===== config.mk =====
export PLATFORM = sky130hd
export DESIGN_NAME = sria_host_flat
export DESIGN_NICKNAME = d
export VERILOG_FILES = /design/src/include/sria_pkg.sv /design/src/include/sria_link_if.sv /design/src/hw/sria_host.sv /design/src/flat_wrapper.sv
export VERILOG_INCLUDE_DIRS = /design/src /design/src/include
export SDC_FILE = /design/constraint.sdc
export NUM_CORES = 1
export LEC_CHECK = 0
export ABC_CLOCK_PERIOD_IN_PS = 5900
export BUFFER_PORTS_ARGS = -buffer_cell sky130_fd_sc_hd__buf_2
export CAP_MARGIN = 20
export CORE_ASPECT_RATIO = 0.8
export CORE_MARGIN = 4
export CORE_UTILIZATION = 51
export DETAILED_ROUTE_END_ITERATION = 10
export PLACE_DENSITY = 0.86
export SYNTH_ARGS = -nofsm -noshare
export SYNTH_HDL_FRONTEND = slang
export SYNTH_SLANG_ARGS = --single-unit

===== constraint.sdc =====
create_clock -name SYS_CLK_IN -period 5.9 [get_ports SYS_CLK_IN]
set_input_delay 0.295 -clock SYS_CLK_IN [delete_from_list [all_inputs] [get_ports SYS_CLK_IN]]
set_output_delay 0.295 -clock SYS_CLK_IN [all_outputs]
set_load 0.05 [all_outputs]

===== src/include/sria_defs.svh =====
// Constants for the switch register indirect access bridge
`ifndef SRIA_DEFS_SVH
`define SRIA_DEFS_SVH
// Overview of operation
// Fabric registers reached only via data, command, window
// Host loads data register before single write
// Single write: one command with pending set
// Burst write: arm command, each data write starts
// Device steps address after each burst write completes
// Host writes next data after previous completes
// Window write sets address, lanes, direction, pending
// Window locations map to a fixed register subset
// Single read: one command with direction set
// Pending clears only once read data stored
// Burst read: arm command, pending clears per read
// Data read in burst steps address, starts read
// Host clears step bits before final burst read
// Host starts nothing new while pending is set

// ----------------------------------------------------------------
// Link offsets seen by the host end (byte addresses)
// ----------------------------------------------------------------
`define SRIA_LNK_DATA   8'h00
`define SRIA_LNK_CMD    8'h04
`define SRIA_WIN_BASE   8'h40
`define SRIA_WIN_SEL    3'h2

// ----------------------------------------------------------------
// Command register layout
// ----------------------------------------------------------------
`define SRIA_CMD_PEND   31
`define SRIA_CMD_DIR    30
`define SRIA_CMD_UP     29
`define SRIA_CMD_DN     28
`define SRIA_CMD_BE_HI  19
`define SRIA_CMD_BE_LO  16
`define SRIA_CMD_ADR_HI 15
`define SRIA_BE_ALL     4'hF
`define SRIA_DATA_RST   32'h00000000
`define SRIA_ADR_RST    16'h0000
`define SRIA_BE_RST     4'h0

// ----------------------------------------------------------------
// Window to fabric register map (eight word slots)
// ----------------------------------------------------------------
`define SRIA_WMAP_0     16'h0000
`define SRIA_WMAP_1     16'h0001
`define SRIA_WMAP_2     16'h0400
`define SRIA_WMAP_3     16'h0401
`define SRIA_WMAP_4     16'h0800
`define SRIA_WMAP_5     16'h0801
`define SRIA_WMAP_6     16'h1000
`define SRIA_WMAP_7     16'h1001

// ----------------------------------------------------------------
// Host controller registers (Avalon byte addresses)
// ----------------------------------------------------------------
`define SRIA_H_TGT      8'h00
`define SRIA_H_WDATA    8'h04
`define SRIA_H_RDATA    8'h08
`define SRIA_H_CTRL     8'h0C
`define SRIA_CTL_GO     0
`define SRIA_CTL_LAST   1
`define SRIA_STS_BUSY   0
`define SRIA_STS_ARMED  1

`endif


===== src/include/sria_pkg.sv =====
// Types used by the host end of the indirect access bridge
package sria_pkg;
  typedef enum logic [2:0] {
    SRIA_S_IDLE  = 3'b000,
    SRIA_S_WDATA = 3'b001,
    SRIA_S_WCMD  = 3'b010,
    SRIA_S_POLL  = 3'b011,
    SRIA_S_CLRST = 3'b100,
    SRIA_S_RDATA = 3'b101,
    SRIA_S_WWIN  = 3'b110
  } sria_hstate_t;

  typedef enum logic [2:0] {
    SRIA_K_SWR = 3'b000,
    SRIA_K_SRD = 3'b001,
    SRIA_K_BWR = 3'b010,
    SRIA_K_BRD = 3'b011,
    SRIA_K_WIN = 3'b100
  } sria_kind_t;
endpackage : sria_pkg


===== src/include/sria_link_if.sv =====
// Register link between the host controller and the bridge
`timescale 1ns/1ps
`default_nettype none
interface sria_link_if;
  logic        req;
  logic        wr;
  logic [7:0]  addr;
  logic [31:0] wdata;
  logic [31:0] rdata;
  logic        ack;

  modport dev (
    input  req,
    input  wr,
    input  addr,
    input  wdata,
    output rdata,
    output ack
  );

  modport host (
    output req,
    output wr,
    output addr,
    output wdata,
    input  rdata,
    input  ack
  );
endinterface : sria_link_if
`default_nettype wire


===== src/hw/sria_host.sv =====
// Host end: Avalon-MM controller that drives the bridge link
`timescale 1ns/1ps
`default_nettype none
`include "sria_defs.svh"
module sria_host (
  // Clock and reset
  input  wire logic        SYS_CLK_IN,
  input  wire logic        RESET_IN,
  // Avalon-MM slave
  input  wire logic [7:0]  AVS_ADDRESS_IN,
  input  wire logic        AVS_READ_IN,
  input  wire logic        AVS_WRITE_IN,
  input  wire logic [31:0] AVS_WRITEDATA_IN,
  output var  logic [31:0] AVS_READDATA_OUT,
  output var  logic        AVS_WAITREQUEST_OUT,
  // Bridge link
  sria_link_if.host        lnk
);

  // ----------------------------------------------------------------
  // Registers
  // ----------------------------------------------------------------
  sria_pkg::sria_hstate_t st_q;
  sria_pkg::sria_kind_t   kind_q;
  sria_pkg::sria_kind_t   kind_d;
  logic [31:0] tgt_q;
  logic [31:0] wd_q;
  logic [31:0] rd_q;
  logic [31:0] win_d_q;
  logic [7:0]  win_a_q;
  logic        armed_q;
  logic        last_q;
  logic        wait_q;
  logic [31:0] avrd_q;
  logic        lreq_q;
  logic        lwr_q;
  logic [7:0]  ladr_q;
  logic [31:0] lwd_q;
  logic        acc;
  logic        go;
  logic        win_go;
  logic        step;
  logic        lwr_d;
  logic [7:0]  ladr_d;
  logic [31:0] lwd_d;
  sria_pkg::sria_hstate_t nxt;
  sria_pkg::sria_hstate_t go_st;

  // Control writes stall while busy; reads are always answered
  assign acc    = (AVS_READ_IN || AVS_WRITE_IN) && wait_q &&
                  (AVS_READ_IN || st_q == sria_pkg::SRIA_S_IDLE);
  assign go     = acc && AVS_WRITE_IN && AVS_ADDRESS_IN == `SRIA_H_CTRL &&
                  AVS_WRITEDATA_IN[`SRIA_CTL_GO];
  assign win_go = acc && AVS_WRITE_IN && AVS_ADDRESS_IN[7:5] == `SRIA_WIN_SEL;
  assign step   = tgt_q[`SRIA_CMD_UP] || tgt_q[`SRIA_CMD_DN];

  always_comb begin
    kind_d = tgt_q[`SRIA_CMD_DIR] ? (step ? sria_pkg::SRIA_K_BRD : sria_pkg::SRIA_K_SRD)
                                  : (step ? sria_pkg::SRIA_K_BWR : sria_pkg::SRIA_K_SWR);
    case (kind_d)
      sria_pkg::SRIA_K_SWR: go_st = sria_pkg::SRIA_S_WDATA;
      sria_pkg::SRIA_K_BWR: go_st = armed_q ? sria_pkg::SRIA_S_WDATA : sria_pkg::SRIA_S_WCMD;
      sria_pkg::SRIA_K_BRD: go_st = armed_q ? sria_pkg::SRIA_S_POLL : sria_pkg::SRIA_S_WCMD;
      default:              go_st = sria_pkg::SRIA_S_WCMD;
    endcase
  end

  // ----------------------------------------------------------------
  // Sequencer: one link access per state, advanced on ack
  // ----------------------------------------------------------------
  always_comb begin
    nxt = sria_pkg::SRIA_S_IDLE;
    case (st_q)
      sria_pkg::SRIA_S_WDATA: nxt = (kind_q == sria_pkg::SRIA_K_SWR) ? sria_pkg::SRIA_S_WCMD
                                                                  : sria_pkg::SRIA_S_POLL;
      sria_pkg::SRIA_S_WCMD:  nxt = (kind_q == sria_pkg::SRIA_K_BWR) ? sria_pkg::SRIA_S_WDATA
                                                                  : sria_pkg::SRIA_S_POLL;
      sria_pkg::SRIA_S_POLL: begin
        if (lnk.rdata[`SRIA_CMD_PEND]) begin
          nxt = sria_pkg::SRIA_S_POLL;
        end else if (kind_q == sria_pkg::SRIA_K_SRD) begin
          nxt = sria_pkg::SRIA_S_RDATA;
        end else if (kind_q == sria_pkg::SRIA_K_BRD) begin
          nxt = last_q ? sria_pkg::SRIA_S_CLRST : sria_pkg::SRIA_S_RDATA;
        end
      end
      sria_pkg::SRIA_S_CLRST: nxt = sria_pkg::SRIA_S_RDATA;
      sria_pkg::SRIA_S_WWIN:  nxt = sria_pkg::SRIA_S_POLL;
      default:                nxt = sria_pkg::SRIA_S_IDLE;
    endcase
  end

  // Link fields for the access of the current state
  always_comb begin
    lwr_d  = 1'b1;
    ladr_d = `SRIA_LNK_CMD;
    lwd_d  = tgt_q;
    case (st_q)
      sria_pkg::SRIA_S_WDATA: begin
        ladr_d = `SRIA_LNK_DATA;
        lwd_d  = wd_q;
      end
      sria_pkg::SRIA_S_WCMD: lwd_d[`SRIA_CMD_PEND] = (kind_q != sria_pkg::SRIA_K_BWR);
      sria_pkg::SRIA_S_POLL: lwr_d = 1'b0;
      sria_pkg::SRIA_S_CLRST: begin
        lwd_d[`SRIA_CMD_PEND] = 1'b0;
        lwd_d[`SRIA_CMD_UP]   = 1'b0;
        lwd_d[`SRIA_CMD_DN]   = 1'b0;
      end
      sria_pkg::SRIA_S_RDATA: begin
        lwr_d  = 1'b0;
        ladr_d = `SRIA_LNK_DATA;
      end
      sria_pkg::SRIA_S_WWIN: begin
        ladr_d = win_a_q;
        lwd_d  = win_d_q;
      end
      default: lwr_d = 1'b0;
    endcase
  end

  always_ff @(posedge SYS_CLK_IN or posedge RESET_IN) begin
    if (RESET_IN) begin
      st_q   <= sria_pkg::SRIA_S_IDLE;
      kind_q <= sria_pkg::SRIA_K_SWR;
      lreq_q <= 1'b0;
      lwr_q  <= 1'b0;
      ladr_q <= `SRIA_LNK_DATA;
      lwd_q  <= `SRIA_DATA_RST;
      rd_q   <= `SRIA_DATA_RST;
    end else if (go) begin
      st_q   <= go_st;
      kind_q <= kind_d;
    end else if (win_go) begin
      st_q   <= sria_pkg::SRIA_S_WWIN;
      kind_q <= sria_pkg::SRIA_K_WIN;
    end else if (lreq_q && lnk.ack) begin
      lreq_q <= 1'b0;
      st_q   <= nxt;
      if (st_q == sria_pkg::SRIA_S_RDATA) begin
        rd_q <= lnk.rdata;
      end
    end else if (!lreq_q && !lnk.ack && st_q != sria_pkg::SRIA_S_IDLE) begin
      lreq_q <= 1'b1;
      lwr_q  <= lwr_d;
      ladr_q <= ladr_d;
      lwd_q  <= lwd_d;
    end
  end

  // ----------------------------------------------------------------
  // Software registers and Avalon answer
  // ----------------------------------------------------------------
  always_ff @(posedge SYS_CLK_IN or posedge RESET_IN) begin
    if (RESET_IN) begin
      tgt_q   <= `SRIA_DATA_RST;
      wd_q    <= `SRIA_DATA_RST;
      win_d_q <= `SRIA_DATA_RST;
      win_a_q <= `SRIA_WIN_BASE;
      armed_q <= 1'b0;
      last_q  <= 1'b0;
    end else if (acc && AVS_WRITE_IN) begin
      case (AVS_ADDRESS_IN)
        `SRIA_H_TGT: begin
          tgt_q   <= AVS_WRITEDATA_IN;
          armed_q <= 1'b0;
        end
        `SRIA_H_WDATA: wd_q <= AVS_WRITEDATA_IN;
        `SRIA_H_CTRL: begin
          last_q  <= AVS_WRITEDATA_IN[`SRIA_CTL_LAST];
          if (go) begin
            armed_q <= step && !(tgt_q[`SRIA_CMD_DIR] && AVS_WRITEDATA_IN[`SRIA_CTL_LAST]);
          end
        end
        default: begin
          if (win_go) begin
            win_a_q <= AVS_ADDRESS_IN;
            win_d_q <= AVS_WRITEDATA_IN;
          end
        end
      endcase
    end
  end

  always_ff @(posedge SYS_CLK_IN or posedge RESET_IN) begin
    if (RESET_IN) begin
      wait_q <= 1'b1;
      avrd_q <= `SRIA_DATA_RST;
    end else begin
      wait_q <= !acc;
      if (acc && AVS_READ_IN) begin
        case (AVS_ADDRESS_IN)
          `SRIA_H_TGT:   avrd_q <= tgt_q;
          `SRIA_H_WDATA: avrd_q <= wd_q;
          `SRIA_H_RDATA: avrd_q <= rd_q;
          `SRIA_H_CTRL:  avrd_q <= {30'h00000000, armed_q, st_q != sria_pkg::SRIA_S_IDLE};
          default:       avrd_q <= `SRIA_DATA_RST;
        endcase
      end
    end
  end

  assign AVS_WAITREQUEST_OUT = wait_q;
  assign AVS_READDATA_OUT    = avrd_q;
  assign lnk.req             = lreq_q;
  assign lnk.wr              = lwr_q;
  assign lnk.addr            = ladr_q;
  assign lnk.wdata           = lwd_q;

endmodule : sria_host
`default_nettype wire


===== src/flat_wrapper.sv =====
// flat-port wrapper written by rule: the top's interface ports become plain ports
module sria_host_flat 
  (SYS_CLK_IN, RESET_IN, AVS_ADDRESS_IN, AVS_READ_IN, AVS_WRITE_IN, AVS_WRITEDATA_IN, AVS_READDATA_OUT, AVS_WAITREQUEST_OUT, lnk_req, lnk_wr, lnk_addr, lnk_wdata, lnk_rdata, lnk_ack);
  sria_link_if lnk_i ();
  input  wire logic SYS_CLK_IN;
  input  wire logic RESET_IN;
  input  wire logic [7:0] AVS_ADDRESS_IN;
  input  wire logic AVS_READ_IN;
  input  wire logic AVS_WRITE_IN;
  input  wire logic [31:0] AVS_WRITEDATA_IN;
  output var  logic [31:0] AVS_READDATA_OUT;
  output var  logic AVS_WAITREQUEST_OUT;
  output wire logic [$bits(lnk_i.req)-1:0] lnk_req;
  output wire logic [$bits(lnk_i.wr)-1:0] lnk_wr;
  output wire logic [$bits(lnk_i.addr)-1:0] lnk_addr;
  output wire logic [$bits(lnk_i.wdata)-1:0] lnk_wdata;
  input wire logic [$bits(lnk_i.rdata)-1:0] lnk_rdata;
  input wire logic [$bits(lnk_i.ack)-1:0] lnk_ack;
  assign lnk_req = lnk_i.req;
  assign lnk_wr = lnk_i.wr;
  assign lnk_addr = lnk_i.addr;
  assign lnk_wdata = lnk_i.wdata;
  assign lnk_i.rdata = lnk_rdata;
  assign lnk_i.ack = lnk_ack;
  sria_host u_core (.SYS_CLK_IN(SYS_CLK_IN), .RESET_IN(RESET_IN), .AVS_ADDRESS_IN(AVS_ADDRESS_IN), .AVS_READ_IN(AVS_READ_IN), .AVS_WRITE_IN(AVS_WRITE_IN), .AVS_WRITEDATA_IN(AVS_WRITEDATA_IN), .AVS_READDATA_OUT(AVS_READDATA_OUT), .AVS_WAITREQUEST_OUT(AVS_WAITREQUEST_OUT), .lnk(lnk_i));
endmodule

Yosys cells after proc, flatten, opt, wreduce, memory -nomap -nowiden --
Index checks and enable logic that the tools add are counted.
Cells by class: eq/ne operators 17, reductions and logical operators 39, bitwise operators 4, multiplexer cells 29
Operator list (number):
- $pmux W32 S4 | 1
- $pmux W28 S2 | 1
- $mux W3 | 9
- $eq A3 B2 Y1 const B | 7
- $eq A8 B4 Y1 const B | 2
- $pmux W8 S2 | 1
- $pmux W3 S5 | 1
- $logic_and A1 B1 Y1 | 12
- $eq A3 B3 Y1 const B | 3
- $logic_not A3 Y1 | 3
- $pmux W3 S3 | 1
- $reduce_and A3 Y1 | 3
- $eq A8 B3 Y1 const B | 1
- $logic_not A8 Y1 | 1
- $mux W2 | 4
- $reduce_and A4 Y1 | 2
- $mux W1 | 7
- $eq A3 B1 Y1 const B | 2
- $pmux W2 S3 | 1
- $reduce_and A2 Y1 | 3
- $reduce_bool A2 Y1 | 3
- $reduce_bool A3 Y1 | 2
- $logic_not A1 Y1 | 4
- $not A1 Y1 | 4
- 8 further kinds | 11
Word-level totals: input bits 77, output and inout port bits 75, word-level logic and storage cells 104, register bits after elaboration 219

Logic depth before layout (Yosys ltp) --
Gate-level depths: netlist of the first run.
word-level depth 8, gate-level depth with buffers 8

Worst setup path after synthesis of the first run --
OpenSTA, ideal clock, no wires.
path kind register -> register, start register u_core.wait_q (netlist: u_core.AVS_WAITREQUEST_OUT), end register u_core.rd_q[0], setup slack 3.621 ns, arrival time 2.154 ns, buffers on the path 2, required time 5.775 ns, library setup time 0.125 ns, cell stages (with the launch flop) 8, path through dfstp_2 > and2_1 > o21ai_1 > o31a_1 > buf_2 > nand4_1 > buf_4 > mux2_2
On the way: cells in the longest elaborated chain, start to end 7, elaborated cells on any way between the ends 9
RTL lines:
- start: declaration | RTL line sria_host.sv:33 | logic wait_q;
- start signal: assignment | RTL line sria_host.sv:190 | wait_q <= !acc;
- $logic_and A1 B1 Y1 * (2 in a row) | RTL line sria_host.sv:50 | assign acc = (AVS_READ_IN || AVS_WRITE_IN) && wait_q &&
- $logic_and A1 B1 Y1 * | RTL line sria_host.sv:52, sria_host.sv:54
- $logic_and A1 B1 Y1 (no source line)
- $logic_and A1 B1 Y1 | RTL line sria_host.sv:52 | assign go = acc && AVS_WRITE_IN && AVS_ADDRESS_IN == `SRIA_H_CTRL &&
- $not A1 Y1 (no source line)
- $reduce_and A4 Y1 (no source line) *
- end signal: assignment | RTL line sria_host.sv:130 | rd_q <= `SRIA_DATA_RST;
- end signal: assignment | RTL line sria_host.sv:141 | rd_q <= lnk.rdata;
- end: declaration | RTL line sria_host.sv:28 | logic [31:0] rd_q;
Mark *: on every way between the ends. The rest lies on a longest branch, timed or not. A chain may end at the register's enable or synchronous reset.

Worst setup path in the final report of the first run --
start register u_core.st_q[2], end register u_core.rd_q[4]
On the way: cells in the longest elaborated chain, start to end 8, elaborated cells on any way between the ends 11
RTL lines:
- start: declaration | RTL line sria_host.sv:23 | sria_pkg::sria_hstate_t st_q;
- start signal: assignment | RTL line sria_host.sv:124 | st_q <= sria_pkg::SRIA_S_IDLE;
- start signal: assignment | RTL line sria_host.sv:132 | st_q <= go_st;
- start signal: assignment | RTL line sria_host.sv:135 | st_q <= sria_pkg::SRIA_S_WWIN;
- $logic_not A3 Y1 | RTL line sria_host.sv:51 | (AVS_READ_IN || st_q == sria_pkg::SRIA_S_IDLE);
- $logic_or A1 B1 Y1 | RTL line sria_host.sv:51
- $logic_and A1 B1 Y1 | RTL line sria_host.sv:50
- $logic_and A1 B1 Y1 | RTL line sria_host.sv:52, sria_host.sv:54
- $logic_and A1 B1 Y1 (no source line)
- $logic_and A1 B1 Y1 | RTL line sria_host.sv:52
- $not A1 Y1 (no source line)
- $reduce_and A4 Y1 (no source line) *
Marks and branches as above.

==> impl_results.md, run 1 <==
* Status: finished, final reports clean
* Clk_lat worst skew at 0.50 ns
* Final max-slew violation count at 0
* Slowest Stage Delay on Critical Path at around 0.54 ns
* Worst setup path start: u_core.st_q[2]
* Area Growth Syn to Fin at 18.0%
* Cell taking the most area after synthesis: dfrtp_1
* Worst Setup End Kind: register
* Hold EP: u_core.rd_q[22]
* R2R Path End: u_core.rd_q[4]
* DR iter-0 viols at 524
* Worst Tran Pin Value at 1.06 ns
* Crit-path slowest cell: nand4_1
* GPL Wtd Cong at between 0.8 and 0.9
* Netlist area before placement at 0.00961 mm2
* Post-cts repair resize count at 0
* CP delay by family, top: simple AND/OR/NAND/NOR gates
* Filler instances at 1416
* Vias at 6851
* Peak supply drop at 0.245 mV
* Worst Hold Margin at 0.0217 ns
* Multi-input gate area at 0.00391 mm2
* Core area at 0.0183 mm2
* Final Util at 0.618
* DR DRC count at 0
* Critical-path cell list: nor3_2 > o21ai_1 > o31a_1 > nand4_1 > buf_4 > mux2_2
* Distinct cells, synth at 43
* Nets at just over 1000
* Max Cap Viol at 0
* Share of the synthesized area in the top cell type at 0.565
* Register area at roughly 0.0055 mm2
* Post-CTS Setup Bufs at 0
* Syn nets at 870
* Worst Path Required at ~6.3 ns
* Post-Route WL at between 20000 and 25000 um
* Number of buffers and inverters on the critical path at 1
* Die area at 0.0211 mm2
* Hold Crit Class: primary input to register
* F_max at 308 MHz
* Antenna Nets Post-Route at 0
* Grt ovf at 0
* Final setup TNS at 0 ns
* CTS Hold Buffers Added at 1
* CTS tree: yes
* Cell area after layout at ~0.011 mm2
* TritonRoute pass-1 iters at 5
* Pleak at 0.00579 uW
* I/O Buffers at 151
* Synth warn at 0
* Root buf cell: clkbuf_16
* Hold Vio Cnt, Final at 0
* CTS buffer count at 22
* Number of I/O pins at 152
* Reg2reg setup slack at 2.65 ns
* Setup violators final at 0
* Gate Count Post-Synth at 793
* Period utilisation layout at 0.550
* Clk_skew at 0.00827 ns
* H-tree lvl count at 1
* First-pass GRT wire length at 37600 um
* Clock Pin Slew Worst Setup and Hold Paths at 0.06 ns
* CTS max path bufs at 3
* WL per Instance at 19.6 um
* Max-slew headroom at 0.293
* Startpoint types: register
* Hold wc startpoint: lnk_rdata[22]
* DR vias/cell at 5.71
* Total GRT Usage at 0.223
* Power Total at 4400 uW
* Synth area leaders: dfrtp_1 (57%), mux2_2 (16%), nand2_1 (4.3%)
* Syn avg cell area at 12.1 um2
* Share of layout cells above drive strength 1 at 0.363
* Die width at 161 um
* # rows at 44
* Die H at 131 um
* Crit Path Class: register to register
* Register area share after synthesis at 0.571
* RSZ-0062 raised after global routing: no
* Vias in the first global route at 7033
* Starting Density at 0.524
* Hpwl dp at 14900 um
* Clk sinks at roughly 220
* Hold path cells at 2
* Dpl cell area at 0.0106 mm2
* Crit path max fanout at 22
* Tmin final at 3.25 ns
* FF-to-FF Start: u_core.st_q[2]
* Largest net degree at the start of global routing at around 180
* FF-to-FF path depth at 6
* Pwr dens at between 300 and 400 mW/mm2
* Seq cells post-synth at 219
* Worst path arrival time at 3.62 ns
* Antenna violations before repair at 5
-- registers in the layout (all words and copies together), names as in the netlist, 8 cells and up --
name	cells
u_core.tgt_q	32
u_core.lnk.addr	8
u_core.win_a_q	8
u_core.win_d_q	32
u_core.wd_q	32
u_core.AVS_READDATA_OUT	32
u_core.lnk.wdata	32
u_core.rd_q	32
-- stage by stage --
step	cells	setup slack, ns
detailed placement	1160	2.55
floorplan	793	2.75
CTS	1199	2.66
global route	1199	2.42
global placement	1160	2.63
finish	1200	2.65
-- metal layers --
metal  vias to the layer above  global-route usage  share of wire
met4                        10              0.0441          0.014
met3                        39              0.0599          0.082
met1                      3471               0.309           0.45
met5                         -                   0         0.0024
li1                       3077                   -              -
met2                       254               0.363           0.46
-- power by group --
group	leakage (uW)	total, uW	switching [uW]	internal, uW
Clock	0.000351	1360	560	797
Combinational	0.00251	1030	636	395
Sequential	0.00293	2010	196	1820
-- area by class of cell --
type | instances | area share
Sequential cell | 219 | 0.484
Multi-Input combinational cell | 512 | 0.345
Timing Repair Buffer | 164 | 0.0766
Clock buffer | 35 | 0.0609
Tap cell | 253 | 0.0279
Inverter | 13 | 0.00464
Clock inverter | 3 | 0.00132
Antenna cell | 1 | 0.000221
-- worst max path at each step --
stage | to | cells after the start
global placement | u_core.rd_q[11] | 7
global route | u_core.rd_q[4] | 6
finish | u_core.rd_q[4] | 6
floorplan | u_core.AVS_READDATA_OUT[0] | 1
detailed placement | u_core.rd_q[11] | 7
CTS | u_core.rd_q[4] | 6
-- synthesized netlist by cell type (all sizes together) --
library cell / instances
nor3: 2
a2111oi: 1
dfrtp: 217
clkbuf: 29
o21ai: 37
nor4: 2
a22oi: 33
o31a: 2
or3: 1
a32o: 1
xnor2: 1
nand4: 2
mux2i: 40
nor2b: 3
nor2: 40
and2: 4
o31ai: 2
o2111ai: 1
buf: 20
a221oi: 2
inv: 13
a22o: 4
nor3b: 1
or4: 1
a21o: 2
dfstp: 2
nand2b: 1
a2bb2oi: 1
nand3: 6
and3b: 1
nor4b: 2
a31oi: 1
mux2: 167
nand2: 111
a21oi: 38
mux4: 2
-- worst reg2reg max path, delay by kind of cell, from the launching register on --
family | cells | cell delay [ns]
flops | 1 | 0.53
compound gates | 2 | 0.72
buf+inv | 1 | 0.44
simple gates | 2 | 1.04
mux | 1 | 0.39
-- placed cells by master (no fill, tap or decap), drive strengths merged, types with 3 or more instances in the layout --
master / n
nand3: 6
and2: 4
a21oi: 38
inv: 12
nand2: 111
dfrtp: 217
clkbuf: 35
nor2: 40
mux2i: 40
a22o: 4
o21ai: 37
mux2: 167
clkinv: 3
nor2b: 3
a22oi: 33
buf: 163
-- cells by family (layout without fill, tap and decap cells) --
family,count (synthesis),after routing,share of synthesized area
AO/OA/AOI/OAI,125,125,0.0804
AND/OR/NAND/NOR,177,177,0.0787
flip-flops,219,219,0.571
XOR/XNOR,1,1,0.000912
multiplexers,209,209,0.242
other,0,1,0
buffers and inverters,62,215,0.0271
Note: power is estimated with default switching activity, not from simulation.
==> run 2: changes to the inputs <==
--- a/config.mk
+++ b/config.mk
@@ -6,14 +6,15 @@
 export SDC_FILE = /design/constraint.sdc
 export NUM_CORES = 1
 export LEC_CHECK = 0
-export ABC_CLOCK_PERIOD_IN_PS = 5900
+export ABC_AREA = 1
+export ABC_CLOCK_PERIOD_IN_PS = 3290
 export BUFFER_PORTS_ARGS = -buffer_cell sky130_fd_sc_hd__buf_2
 export CAP_MARGIN = 20
 export CORE_ASPECT_RATIO = 0.8
 export CORE_MARGIN = 4
-export CORE_UTILIZATION = 51
+export CORE_UTILIZATION = 57
 export DETAILED_ROUTE_END_ITERATION = 10
-export PLACE_DENSITY = 0.86
+export PLACE_DENSITY = 0.9
 export SYNTH_ARGS = -nofsm -noshare
 export SYNTH_HDL_FRONTEND = slang
 export SYNTH_SLANG_ARGS = --single-unit
==> constraint.sdc (replaced) <==
create_clock -name SYS_CLK_IN -period 3.29 [get_ports SYS_CLK_IN]
set_input_delay 0.1645 -clock SYS_CLK_IN [delete_from_list [all_inputs] [get_ports SYS_CLK_IN]]
set_output_delay 0.1645 -clock SYS_CLK_IN [all_outputs]
set_load 0.05 [all_outputs]
==> impl_results.md, run 2 <==
* Status: finished, final reports clean
* Final max-slew violation count at 0
* TritonRoute pass-1 iters at 6
* Worst Hold Margin at 0.00942 ns
* Commonest non-fill, non-tap cells in the layout: nand2_1 (546), dfrtp_1 (217), buf_2 (151), nand4_1 (80), o21ai_0 (76)
* Share of layout cells above drive strength 1 at 0.174
* Pwr dens at ~690 mW/mm2
* Max Cap Viol at 0
* Period utilisation layout at 0.788
* Seq cells post-synth at between 200 and 250
* Simple-gate share of the synthesized area at 0.326
* Number of I/O pins at 152
* Startpoint types: register
* Die area at 0.0199 mm2
* Register area at 0.00548 mm2
* CTS buffer count at 22
* Vias at just under 10000
* H-tree lvl count at 1
* Filler instances at 1206
* Dpl cells at 1570
* Distinct cells, synth at 31
* Hpwl dp at 17700 um
* Clk_skew at ~0.013 ns
* Worst path arrival time at 2.97 ns
* Commonest cells post-synth: nand2_1 (546), dfrtp_1 (217), nand4_1 (80), o21ai_0 (76), nand3_1 (75)
* Mux share of post-synthesis cell area at 0
* Netlist area before placement at 0.0101 mm2
* Synth area leaders: dfrtp_1 (54%), nand2_1 (20%), nand4_1 (5.0%)
* Final setup TNS at 0 ns
* Crit Path Class: register to register
* Peak supply drop at 0.453 mV
* Die H at 127 um
* Nets at 1512
* Worst Path Required at 3.67 ns
* I/O Buffers at 151
* Multi-input gate area at 0.00401 mm2
* Cell taking the most area after synthesis: dfrtp_1
* # rows at between 40 and 50
* RSZ-0062 raised after global routing: no
* Synth warn at 0
* Tmin final at approximately 2.6 ns
* F_max at 386 MHz
* Commonest non-fill, non-tap cell in the layout: nand2_1
* Total GRT Usage at 0.303
* Area Growth Syn to Fin at 22.8%
* CTS max path bufs at 3
* CTS tree: yes
* Most common cell in the synthesized netlist: nand2_1
* Clk_lat worst skew at roughly 0.5 ns
* Worst Setup End Kind: register
* Register area share after synthesis at 0.543
* DR DRC count at 0
* Largest family of logic cells by synthesized area: simple AND/OR/NAND/NOR gates
* Post-Synth XOR/XNOR Area at 0
* GPL Wtd Cong at 0.882
* Share of the synthesized area in the top cell type at 0.538
* Worst Tran Pin Value at 0.964 ns
* WL per Instance at between 15 and 20 um
* DR vias/cell at 5.81
* Crit path max fanout at 39
* Post-cts repair resize count at 0
* Grt ovf at 0
* Root buf cell: clkbuf_16
* Antenna violations before repair at 0
* Max-slew headroom at 0.356
* Die width at 157 um
* Clk sinks at between 200 and 250
* Antenna Nets Post-Route at 0
* Hold Vio Cnt, Final at 0
* Syn nets at around 1300
* Clock Pin Slew Worst Setup and Hold Paths at 0.07 ns
* Starting Density at 0.581
* Final Non-Filler Cells at 1677
* FFs w/ async S/R, synth at 1.00
* Gate Count Post-Synth at around 1300
* Vias in the first global route at 9581
* EDFF count, synth at 0
* Synth Area in Adders at 0
* DR iter-0 viols at about 1300
* Hold Crit Class: primary input to register
* Pleak at 0.00670 uW
* Setup violators final at 0
* Core area at 0.0174 mm2
* Post-Route WL at 30300 um
* First-pass GRT wire length at 48600 um
* Largest net degree at the start of global routing at 81
* Top FF cell, synth: dfrtp_1
* Syn avg cell area at 8.08 um2
* Synth Area in Compound Gates at 0.0669
-- run 2: cell types whose count changed in the layout (fill, tap and decap cells not counted), sizes merged, moves of 7 or more --
cell         change
o21ai           +43
nor2            +16
a21oi            -7
mux2           -167
nand3           +72
inv             +58
nand2          +438
a22oi           -33
nand4           +79
mux2i           -40
buf              +8
dlygate4sd3     +65
-- run 2: cells by family (layout without fill, tap and decap cells) --
kind of cell,after synthesis,count (layout)
compound gates,114,114
buf+inv,148,349
flops,219,219
other cells,0,1
simple gates,769,769
-- run 2: cell type report --
class                   count  share of cell area
diodes                      1            0.000202
repair buffers            237               0.130
clock buffers              32              0.0516
multi-input cells         883               0.323
flip-flops and latches    219               0.442
clock inverters             8             0.00727
well taps                 225              0.0227
inverters                  72              0.0221
-- run 2: stage by stage --
stage | utilization | area (um2) | power, uW | worst slack [ns]
floorplan | - | 10100 | 5130 | 0.273
global placement | 0.633 | 11000 | 5750 | 0.993
detailed placement | 0.633 | 11000 | 5830 | 0.824
CTS | 0.713 | 12400 | 8440 | 0.762
global route | 0.713 | 12400 | 8880 | 0.570
finish | 0.713 | 12400 | 8510 | 0.698
-- run 2: worst paths after layout --
kind                                     from                 end  slack (ns)  cells past startpoint
min in group asynchronous            RESET_IN  u_core.lnk.addr[1]        0.25                      3
max in group asynchronous            RESET_IN    u_core.tgt_q[21]        1.93                      4
min                         AVS_ADDRESS_IN[3]   u_core.win_a_q[3]       0.009                      3
min reg2reg                u_core.lnk.addr[3]  u_core.lnk.addr[3]        0.47                      2
max reg2reg                    u_core.st_q[2]     u_core.rd_q[26]        0.70                      9
max                            u_core.st_q[2]     u_core.rd_q[26]        0.70                      9
-- run 2: per-layer routing --
metal,up-vias,share of wire,GRT usage
met5,-,0,0
met4,0,0.040,0.127
met3,136,0.12,0.0782
met2,720,0.45,0.459
met1,4504,0.39,0.421
li1,4390,-,-
-- run 2: worst max-delay path: stages, from the launching register on --
cell,delay (ns)
dfrtp_1,0.49
nor2_1,0.08
nand2_1,0.14
nand2_2,0.13
nand3_4,0.12
nor2_4,0.06
nand2_4,0.34
nand3_2,0.69
nand2_1,0.31
nand2_1,0.09
-- run 2: repair_timing --
action | 4_1_cts | 5_1_grt
hold buffers | 66 | 0
endpoints found under the hold margin | 116 | 0
setup buffers | 0 | 0
-- run 2: power breakdown --
part	internal, uW	switching [uW]
Clock	1510	1050
Sequential	3260	376
Combinational	617	1690
